File: config.mk
export PLATFORM = sky130hd
export DESIGN_NAME = dcm_channel_ctrl
export DESIGN_NICKNAME = d
export VERILOG_FILES = /design/src/core/dcm_pkg.sv /design/src/core/dcm_channel_ctrl.sv
export SDC_FILE = /design/constraint.sdc
export NUM_CORES = 1
export LEC_CHECK = 0
export BUFFER_PORTS_ARGS = -buffer_cell sky130_fd_sc_hd__buf_2
export CAP_MARGIN = 20
export CORE_MARGIN = 5
export CORE_UTILIZATION = 60
export CTS_BUF_LIST = sky130_fd_sc_hd__clkbuf_8
export CTS_CLUSTER_SIZE = 30
export DETAILED_ROUTE_END_ITERATION = 8
export PLACE_DENSITY = 0.87
export SYNTH_ARGS = -nofsm -noshare
export SYNTH_HDL_FRONTEND = slang
export SYNTH_SLANG_ARGS = --single-unit
export TNS_END_PERCENT = 10
File: constraint.sdc
create_clock -name mclk -period 5.4 [get_ports mclk]
set_input_delay 0.54 -clock mclk [delete_from_list [all_inputs] [get_ports mclk]]
set_output_delay 0.54 -clock mclk [all_outputs]
set_load 0.01 [all_outputs]
File: src/core/dcm_pkg.sv
// Functional notes
// - Counter end flag sets when counter empties
// - Writing enable one clears counter end flag
// - Write zero after reading one clears flag
// - Access size: 00 byte, 01 word, 10 long
// - Mode: 00 normal, 01 block, 10 repeat
// - Size error clears enable, sets escape flag
// - Normal/repeat: error if counter below unit
// - Block mode: error if counter below block
// - Escape request while flag and enable set
// - Escape request drops when either clears
// - End request while flag and enable set
// - End request drops when either clears
// - Bit 10 reads zero, writes ignored
// - Early stop reported through escape flag
`default_nettype none
package dcm_pkg;
  // Register byte addresses
  localparam logic [7:0] ADDR_MODE  = 8'h00;
  localparam logic [7:0] ADDR_COUNT = 8'h04;
  localparam logic [7:0] ADDR_BLOCK = 8'h08;
  localparam logic [7:0] ADDR_STS   = 8'h0C;
  localparam logic [7:0] ADDR_MASK  = 8'h10;
  // Mode register bit positions
  localparam int BIT_ENABLE = 31;
  localparam int BIT_ESC    = 17;
  localparam int BIT_END    = 16;
  localparam int BIT_SZ_LO  = 14;
  localparam int BIT_MD_LO  = 12;
  localparam int BIT_SZEIE  = 11;
  localparam int BIT_RSVD   = 10;
  localparam int BIT_ESCIE  = 9;
  localparam int BIT_ENDIE  = 8;
  // Status and mask bit positions
  localparam int EV_END  = 0;
  localparam int EV_ESC  = 1;
  localparam int EV_SZER = 2;
  localparam int EV_W    = 3;
  localparam int CNT_W   = 16;
  // Field encodings
  localparam logic [1:0] SZ_BYTE = 2'h0;
  localparam logic [1:0] SZ_WORD = 2'h1;
  localparam logic [1:0] SZ_LONG = 2'h2;
  localparam logic [1:0] MD_NORM = 2'h0;
  localparam logic [1:0] MD_BLK  = 2'h1;
  localparam logic [1:0] MD_RPT  = 2'h2;
  // Bytes moved per request for each access size
  localparam logic [15:0] UNIT_BYTE = 16'h0001;
  localparam logic [15:0] UNIT_WORD = 16'h0002;
  localparam logic [15:0] UNIT_LONG = 16'h0004;
  localparam logic [15:0] CNT_ZERO  = 16'h0000;
  localparam logic [31:0] DATA_ZERO = 32'h0000_0000;
  // Mode register fields as software sees them
  typedef struct packed {
    logic       enable;     // Channel transfer enable
    logic       esc_flag;   // Escape flag
    logic       end_flag;   // Counter end flag
    logic [1:0] size;       // Access size
    logic [1:0] mode;       // Transfer mode
    logic       szer_ie;    // Size error enable
    logic       esc_ie;     // Escape interrupt enable
    logic       end_ie;     // Transfer end interrupt enable
  } dcm_mode_t;
  localparam dcm_mode_t MODE_RST = '0;
endpackage
`default_nettype wire

File: src/core/dcm_channel_ctrl.sv
`default_nettype none
module dcm_channel_ctrl (
  input  wire logic        mclk,          // System clock, 100 MHz
  input  wire logic        sys_rst,       // Synchronous reset, active high
  input  wire logic        psel,          // APB select
  input  wire logic        penable,       // APB access phase
  input  wire logic        pwrite,        // APB direction
  input  wire logic [7:0]  paddr,         // APB byte address
  input  wire logic [31:0] pwdata,        // APB write data
  output logic [31:0]      prdata,        // APB read data
  output logic             pready,        // APB ready
  output logic             pslverr,       // APB error, unmapped address
  input  wire logic        xfer_req,      // New transfer request pulse
  input  wire logic        escape_req,    // Early stop pulse from channel
  output logic             xfer_grant,    // One request served, pulse
  output logic [1:0]       access_size,   // Current access size field
  output logic [1:0]       transfer_mode, // Current transfer mode field
  output logic             channel_on,    // Channel transfer enable
  output logic             end_irq,       // Transfer end request
  output logic             esc_irq,       // Escape end request
  output logic             irq            // Masked status interrupt
);

  // Register state
  dcm_pkg::dcm_mode_t              md_q, md_d;      // Mode register
  logic [dcm_pkg::CNT_W-1:0]       cnt_q, cnt_d;    // Transfer counter
  logic [dcm_pkg::CNT_W-1:0]       blk_q;           // Block size in bytes
  logic [dcm_pkg::EV_W-1:0]        sts_q, sts_d;    // Sticky events
  logic [dcm_pkg::EV_W-1:0]        msk_q;           // Interrupt mask
  logic                            end_arm_q;       // End flag read as one
  logic                            esc_arm_q;       // Escape flag read as one
  logic [31:0]                     rdata_q;         // Captured read data
  logic                            grant_q;         // Grant pulse register

  // Bus decode
  wire setup    = psel & ~penable;
  wire access   = psel & penable;
  wire wr       = access & pwrite;
  wire rd_setup = setup & ~pwrite;
  wire hit_mode = (paddr == dcm_pkg::ADDR_MODE);
  wire hit_cnt  = (paddr == dcm_pkg::ADDR_COUNT);
  wire hit_blk  = (paddr == dcm_pkg::ADDR_BLOCK);
  wire hit_sts  = (paddr == dcm_pkg::ADDR_STS);
  wire hit_msk  = (paddr == dcm_pkg::ADDR_MASK);
  wire mapped   = hit_mode | hit_cnt | hit_blk | hit_sts | hit_msk;
  wire wr_mode  = wr & hit_mode;
  wire rd_mode  = access & ~pwrite & hit_mode;

  // Software write to enable clears both flags
  wire en_set   = wr_mode & pwdata[dcm_pkg::BIT_ENABLE];
  // Zero written after a read of one clears a flag; a one has no effect
  wire end_clr  = en_set | (wr_mode & ~pwdata[dcm_pkg::BIT_END] & end_arm_q);
  wire esc_clr  = en_set | (wr_mode & ~pwdata[dcm_pkg::BIT_ESC] & esc_arm_q);

  // Bytes needed by one request
  logic [dcm_pkg::CNT_W-1:0] unit;
  always_comb begin
    unique case (md_q.size)
      dcm_pkg::SZ_BYTE: unit = dcm_pkg::UNIT_BYTE;
      dcm_pkg::SZ_WORD: unit = dcm_pkg::UNIT_WORD;
      dcm_pkg::SZ_LONG: unit = dcm_pkg::UNIT_LONG;
      default:          unit = dcm_pkg::UNIT_BYTE; // Prohibited code, acts as byte
    endcase
  end

  // Block mode needs a whole block, the others one access unit
  wire                        is_blk  = (md_q.mode == dcm_pkg::MD_BLK);
  wire [dcm_pkg::CNT_W-1:0]   need    = is_blk ? blk_q : unit;
  wire                        short   = (cnt_q < need);
  wire                        req_on  = xfer_req & md_q.enable;
  wire                        sz_err  = req_on & short & md_q.szer_ie;
  // With the check disabled a short count is drained to zero
  wire                        serve   = req_on & ~sz_err;
  wire [dcm_pkg::CNT_W-1:0]   cnt_nx  = short ? dcm_pkg::CNT_ZERO : cnt_q - need;
  wire                        done    = serve & (cnt_nx == dcm_pkg::CNT_ZERO);
  wire                        esc_ev  = sz_err | (escape_req & md_q.enable & ~done);

  // Mode register next state; hardware sets win over software clears
  always_comb begin
    md_d = md_q;
    if (wr_mode) begin
      md_d.enable  = pwdata[dcm_pkg::BIT_ENABLE];
      md_d.size    = pwdata[dcm_pkg::BIT_SZ_LO +: 2];
      md_d.mode    = pwdata[dcm_pkg::BIT_MD_LO +: 2];
      md_d.szer_ie = pwdata[dcm_pkg::BIT_SZEIE];
      md_d.esc_ie  = pwdata[dcm_pkg::BIT_ESCIE];
      md_d.end_ie  = pwdata[dcm_pkg::BIT_ENDIE];
    end
    if (end_clr) begin
      md_d.end_flag = 1'b0;
    end
    if (esc_clr) begin
      md_d.esc_flag = 1'b0;
    end
    // Counter emptied: flag up, channel stops
    if (done) begin
      md_d.end_flag = 1'b1;
      md_d.enable   = 1'b0;
    end
    // Size error or early stop: escape flag up, channel stops
    if (esc_ev) begin
      md_d.esc_flag = 1'b1;
      md_d.enable   = 1'b0;
    end
  end

  // Counter next state; a hardware decrement beats a software write
  always_comb begin
    cnt_d = cnt_q;
    if (wr & hit_cnt) begin
      cnt_d = pwdata[dcm_pkg::CNT_W-1:0];
    end
    if (serve) begin
      cnt_d = cnt_nx;
    end
  end

  // Event status: write one to clear, new events win
  wire [dcm_pkg::EV_W-1:0] ev_now = {sz_err, esc_ev, done};
  always_comb begin
    sts_d = sts_q;
    if (wr & hit_sts) begin
      sts_d = sts_q & ~pwdata[dcm_pkg::EV_W-1:0];
    end
    sts_d = sts_d | ev_now;
  end

  // Read data, reserved bit 10 and unused bits read zero
  logic [31:0] rd_mux;
  always_comb begin
    rd_mux = dcm_pkg::DATA_ZERO;
    if (hit_mode) begin
      rd_mux[dcm_pkg::BIT_ENABLE]     = md_q.enable;
      rd_mux[dcm_pkg::BIT_ESC]        = md_q.esc_flag;
      rd_mux[dcm_pkg::BIT_END]        = md_q.end_flag;
      rd_mux[dcm_pkg::BIT_SZ_LO +: 2] = md_q.size;
      rd_mux[dcm_pkg::BIT_MD_LO +: 2] = md_q.mode;
      rd_mux[dcm_pkg::BIT_SZEIE]      = md_q.szer_ie;
      rd_mux[dcm_pkg::BIT_ESCIE]      = md_q.esc_ie;
      rd_mux[dcm_pkg::BIT_ENDIE]      = md_q.end_ie;
      rd_mux[dcm_pkg::BIT_RSVD]       = 1'b0;
    end else if (hit_cnt) begin
      rd_mux[dcm_pkg::CNT_W-1:0] = cnt_q;
    end else if (hit_blk) begin
      rd_mux[dcm_pkg::CNT_W-1:0] = blk_q;
    end else if (hit_sts) begin
      rd_mux[dcm_pkg::EV_W-1:0] = sts_q;
    end else if (hit_msk) begin
      rd_mux[dcm_pkg::EV_W-1:0] = msk_q;
    end
  end

  // Mode and counter registers
  always_ff @(posedge mclk) begin
    if (sys_rst) begin
      md_q  <= dcm_pkg::MODE_RST;
      cnt_q <= dcm_pkg::CNT_ZERO;
    end else begin
      md_q  <= md_d;
      cnt_q <= cnt_d;
    end
  end

  // Block size, status and mask registers
  always_ff @(posedge mclk) begin
    if (sys_rst) begin
      blk_q <= dcm_pkg::CNT_ZERO;
      sts_q <= '0;
      msk_q <= '0;
    end else begin
      sts_q <= sts_d;
      if (wr & hit_blk) begin
        blk_q <= pwdata[dcm_pkg::CNT_W-1:0];
      end
      if (wr & hit_msk) begin
        msk_q <= pwdata[dcm_pkg::EV_W-1:0];
      end
    end
  end

  // Read-before-clear tracking; a set or a write disarms, a read of one arms
  always_ff @(posedge mclk) begin
    if (sys_rst) begin
      end_arm_q <= 1'b0;
      esc_arm_q <= 1'b0;
    end else begin
      if (wr_mode | done) begin
        end_arm_q <= 1'b0;
      end else if (rd_mode & md_q.end_flag) begin
        end_arm_q <= 1'b1;
      end
      if (wr_mode | esc_ev) begin
        esc_arm_q <= 1'b0;
      end else if (rd_mode & md_q.esc_flag) begin
        esc_arm_q <= 1'b1;
      end
    end
  end

  // Read data captured in setup so it stands through the access cycle
  always_ff @(posedge mclk) begin
    if (sys_rst) begin
      rdata_q <= dcm_pkg::DATA_ZERO;
      grant_q <= 1'b0;
    end else begin
      grant_q <= serve;
      if (rd_setup) begin
        rdata_q <= rd_mux;
      end
    end
  end

  // Outputs; the slave never inserts wait states
  assign prdata        = rdata_q;
  assign pready        = 1'b1;
  assign pslverr       = access & ~mapped;
  assign xfer_grant    = grant_q;
  assign access_size   = md_q.size;
  assign transfer_mode = md_q.mode;
  assign channel_on    = md_q.enable;
  assign end_irq       = md_q.end_flag & md_q.end_ie;
  assign esc_irq       = md_q.esc_flag & md_q.esc_ie;
  assign irq           = |(sts_q & msk_q);
endmodule // dcm_channel_ctrl
`default_nettype wire

# Word level (Yosys, flattened, before mapping)
# Cells that the tools add are included.
# Widths: inputs -> output; s select.
# totals
regBits	70
in_bits	47
output_inout_bits	43
word_cells	101
# classes
addsub	1
n_lt_le_gt_ge	1
n_eq_ne	7
n_mux	19
bitwise_logic	48
n_reduce_logical	9
# ops
operator	n
$mux 16	5
$and 1x1->1	28
$eq 8x4->1 const B	2
$logic_not 16->1	1
$lt 16x16->1	1
$mux 8	2
$sub 16x16->16	1
$mux 13	1
$mux 3	4
$or 1x1->1	9
$eq 8x3->1 const B	1
$eq 8x5->1 const B	1
$logic_not 8->1	1
$not 1->1	7
$and 3x3->3	2
$pmux 3 s2	1
$reduce_bool 2->1	3
$reduce_or 3->1	2
$mux 1	5
$eq 2x1->1 const B	2
$reduce_or 2->1	2
$not 3->3	1
$or 3x3->3	1
$eq 2x2->1 const B	1
$mux 2	1

# Logic depth before layout (Yosys ltp)
# depth
ltp_word	14
mapped_depth	15
mapped_depth_nobuf	14

# Worst setup path after synthesis
# Ideal clock, no wire load.
# synth_path
kind	flip-flop to flip-flop
startpoint	register md_q (netlist bit transfer_mode[0])
endpoint	register end_arm_q
setup_time_ns	0.134
t_arrival_ns	3.248
t_required_ns	5.266
path_slack_ns	2.018
path_stages_with_launch	14
path_buffers	2
period_less_slack_ns	3.382
cell_sequence	dfxtp_1 nor2b_1 clkbuf_1 clkbuf_1 nand2_1 ha_1 and2_1 a221o_1 a221o_1 or3_4 a22oi_2 o2111ai_2 a21oi_1 nor4_1
# synth_via
elab_chain_cells	10
elab_cells_between_ends	13
classes_between	add/sub: 1; order compare: 1; eq/ne: 1; mux: 2; bitwise: 6; reduce/logical: 2
# synth_rtl
element	line	rtl
start: declaration	dcm_channel_ctrl.sv:25	dcm_pkg::dcm_mode_t md_q, md_d;
start signal: assignment	dcm_channel_ctrl.sv:156	md_q <= dcm_pkg::MODE_RST;
start signal: assignment	dcm_channel_ctrl.sv:159	md_q <= md_d;
$eq 2x1->1 (*)	dcm_channel_ctrl.sv:67	wire is_blk = (md_q.mode == dcm_pkg::MD_BLK);
$mux 16 (*)	dcm_channel_ctrl.sv:68	wire [dcm_pkg::CNT_W-1:0] need = is_blk ? blk_q : unit;
branches (longest 5 deep; another with $sub 16x16->16)	-	
$and 1x1->1 (*)	dcm_channel_ctrl.sv:75	wire done = serve & (cnt_nx == dcm_pkg::CNT_ZERO);
$or 1x1->1 (*)	dcm_channel_ctrl.sv:187	if (wr_mode | done) begin
$reduce_or 2->1 (no source line) (*)	-	
end signal: assignment	dcm_channel_ctrl.sv:184	end_arm_q <= 1'b0;
end signal: assignment	dcm_channel_ctrl.sv:188	end_arm_q <= 1'b0;
end signal: assignment	dcm_channel_ctrl.sv:190	end_arm_q <= 1'b1;
end: declaration	dcm_channel_ctrl.sv:30	logic end_arm_q;
# Mark *: on every way between the ends.
# A chain may end at the register's enable or synchronous reset.

# Final worst setup path
# Same ends and word-level chain as after synthesis.

==> results.cfg <==
[status]
status = completed

[logic_synthesis]
synth_sequential_area_ratio = 0.315
ys.flop_type = dfxtp_1
yosysWarnings = 0
netlist_instances = 594
post_synth_instance_area_sq_um = 4450
syn_area_per_cell_sq_um = 7.49
synth.distinct_cells = 59
post_synth_arst_share = 0
yosys_register_bits = 70
synth_enable_flop_cells = 0

[die]
fp.dieH_um = 96.1
die_width_um = 96.1
core_sq_um = 7250
core.rowCount = 31
start_util = 0.613
die_area_sq_um = 9240
num_io_pins = 90

[timing]
post-route-period-util = 0.715
grt_setup_unrepaired = no
finalHoldViolations = 0
final_period_minus_worst_setup_slack_ns = 3.86
clock.fmax_mhz = 259
fin_worst_skew_ns = 0.0128
setup-violations-final = 0
final_sum_of_negative_setup_slack_ns = 0
final_max_slew_viol_count = 0
timing.final.ws_setup_ns = 1.54
maxSlewHeadroom = 0.278
max_slew.worst_pin.slew_ns = 1.08

[worst_setup_path]
critical-path-max-stage-delay_ns = 0.55
crit_chain = nor2b_1 -> buf_4 -> mux2_2 -> ha_1 -> inv_1 -> fa_1 -> or4_1 -> a2111oi_0 -> nor4b_4 -> o2111ai_2 -> a21oi_1 -> nor4_1
worstSetupPathType = reg -> reg
cp-end-kind = flop
kind_of_start_point_of_the_critical_path = flop
crit_required_ns = 5.61
cp_data_arrival_time_ns = 4.07
worstPathMaxFanout = 16
critical_path.slowest_cell = or4_1

[route]
routed_wl_um = 12100
vias = 4480
post_drt_wl_per_cell_um = 16.5
drt_iter0_drc = 508
post-route-drc-count = 0
dr.pass1.iters = 5
viasPerCell = 6.10
antenna_violating_nets_post_route = 0

[clock_tree]
cts_setup_buffers = 0
cts_tree = yes
cts_hold_buf = 0
sink_count = 70
clk-insertion-delay-late_ns = 0.36
cts.reportedPaths.clkPinSlew_ns = 0.08
post_cts_resized = 0
number_of_cts_inserted_buffers = 9
clockRootBuffer = clkbuf_8
cts-root-to-sink-buffers = 2
h-tree-depth = 3

[place]
dpl.hpwl_um = 8810
place.port_buffers = 62
gp_routability_congestion = 0.900
number_of_cells_after_detailed_placement = 718
dp_worst_setup_slack_ns = 1.66

[grt]
grt_max_degree = 71
number_of_global_route_vias_before_repair = 4074
grt_util_all_layers = 0.266
gr-total-overflow = 0
grt_antenna_before_repair = 0
first_pass_grt_wire_length_um = 19300

[layout]
seq_area_sq_um = 1400
final.fill_count = 593
final_net_count = 701
area_of_the_multi_input_gates_sq_um = 2780
syn_to_final_growth_pct = 10.5
post_layout_nonfiller_instances = 734
post_route_cells_drive_above_1_share = 0.150
num_antenna_cells = 0

[min_path]
min_path_type = in -> reg

[power_and_ir_drop]
leakagePower_nw = 2.09
power_density_nw_per_um2 = 213
fin_total_pwr_mw = 1.05
max-vdd-ir-drop_mv = 0.148

[flow_run]
cap_violations = 0
-- cell usage after synthesis, types with 3 or more instances --
| cell | instances | share of area |
|---|---|---|
| a211oi_1 | 8 | 0.013 |
| a21o_1 | 6 | 0.010 |
| a21oi_1 | 80 | 0.090 |
| a22o_1 | 11 | 0.022 |
| a22oi_1 | 3 | 0.0051 |
| a31oi_1 | 6 | 0.0084 |
| and2_1 | 8 | 0.011 |
| and3_1 | 4 | 0.0056 |
| buf_2 | 3 | 0.0034 |
| buf_4 | 18 | 0.030 |
| clkbuf_1 | 31 | 0.026 |
| dfxtp_1 | 70 | 0.31 |
| ha_1 | 23 | 0.065 |
| inv_1 | 13 | 0.011 |
| mux2_1 | 3 | 0.0076 |
| mux2i_1 | 19 | 0.043 |
| nand2_1 | 103 | 0.087 |
| nand2b_1 | 3 | 0.0042 |
| nand3_1 | 23 | 0.026 |
| nand4_1 | 5 | 0.0070 |
| nor2_1 | 58 | 0.049 |
| nor2b_1 | 4 | 0.0056 |
| nor3_1 | 15 | 0.017 |
| nor4_1 | 4 | 0.0056 |
| o21a_1 | 3 | 0.0051 |
| o21ai_0 | 20 | 0.022 |
| o21ai_1 | 3 | 0.0034 |
| or3_1 | 3 | 0.0042 |
| xnor2_1 | 4 | 0.0079 |
| xor2_1 | 3 | 0.0059 |
-- power by group --
| group | switching (mW) | total, mW | internal (mW) | leakage (nW) |
|---|---|---|---|---|
| registers | 0.000210 | 0.516 | 0.516 | 0.563 |
| logic | 0.0401 | 0.0565 | 0.0164 | 1.41 |
| clock network | 0.204 | 0.475 | 0.272 | 0.118 |
-- worst paths after layout --
check	from	to	slack, ns	cells past startpoint
worst max-delay path	transfer_mode[0]	end_arm_q	1.54	12
worst max register to register	transfer_mode[0]	end_arm_q	1.54	12
worst min-delay path	pwdata[4]	blk_q[4]	0.43	3
worst min register to register	prdata[3]	prdata[3]	0.45	2
-- flip-flops by register name, indices dropped and copies added, names as in the netlist --
register and count:
xfer_grant 1, sts_q 3, msk_q 3, blk_q 16
esc_arm_q 1, channel_on 1, md_q 5, end_arm_q 1
cnt_q 16, transfer_mode 2, prdata 19, access_size 2
-- layout make-up --
cell class / instances / share of cell area
Inverter: 14 / 0.0107
Multi-Input combinational cell: 469 / 0.564
Timing Repair Buffer: 66 / 0.0692
Clock buffer: 10 / 0.0280
Tap cell: 99 / 0.0252
Clock inverter: 6 / 0.0176
Sequential cell: 70 / 0.285
-- cell usage in the layout (no fill, tap or decap), types with 11 or more instances in the layout --
| master | count |
|---|---|
| conb_1 | 14 |
| dfxtp_1 | 70 |
| nand2_1 | 103 |
| a22o_1 | 11 |
| a21oi_1 | 80 |
| buf_2 | 62 |
| mux2i_1 | 19 |
| nor3_1 | 14 |
| nand3_1 | 23 |
| ha_1 | 23 |
| nor2_1 | 58 |
| inv_1 | 14 |
| o21ai_0 | 20 |
-- worst max-delay path, delay by kind of cell (launching register included) --
kind / cells / cell delay, ns
compound gates: 3 / 0.91
fa+ha+maj: 2 / 0.61
buf+inv: 2 / 0.30
flops: 1 / 0.39
mux: 1 / 0.39
simple gates: 4 / 1.10
-- per-stage QoR --
step           hold slack [ns]   util  instance area (sq um)
6_report                 0.429  0.678                   4920
5_1_grt                  0.431  0.678                   4920
4_1_cts                  0.434  0.678                   4920
3_5_place_dp             0.443  0.647                   4690
3_3_place_gp             0.435  0.647                   4690
2_1_floorplan            0.444      -                   4490
-- per-layer routing --
layer | vias up | GRT usage | share of wire
li1 | 2136 | - | -
met1 | 2073 | 0.347 | 0.42
met2 | 239 | 0.432 | 0.46
met3 | 32 | 0.0375 | 0.089
met4 | 0 | 0.123 | 0.031
met5 | - | 0 | 0
-- cells by family (layout without fill, tap and decap cells) --
kind of cell | count (synthesis) | count (layout) | share of synthesized area
other | 2 | 14 | 0.00169
and+or+nand+nor | 238 | 238 | 0.240
DFF | 70 | 70 | 0.315
adders and majority gates | 24 | 24 | 0.0692
AOI/OAI and AO/OA | 162 | 162 | 0.232
buffers and inverters | 67 | 96 | 0.0726
muxes | 24 | 24 | 0.0554
xor gates and xnor gates | 7 | 7 | 0.0138
Power figures use the tool's default switching activity.
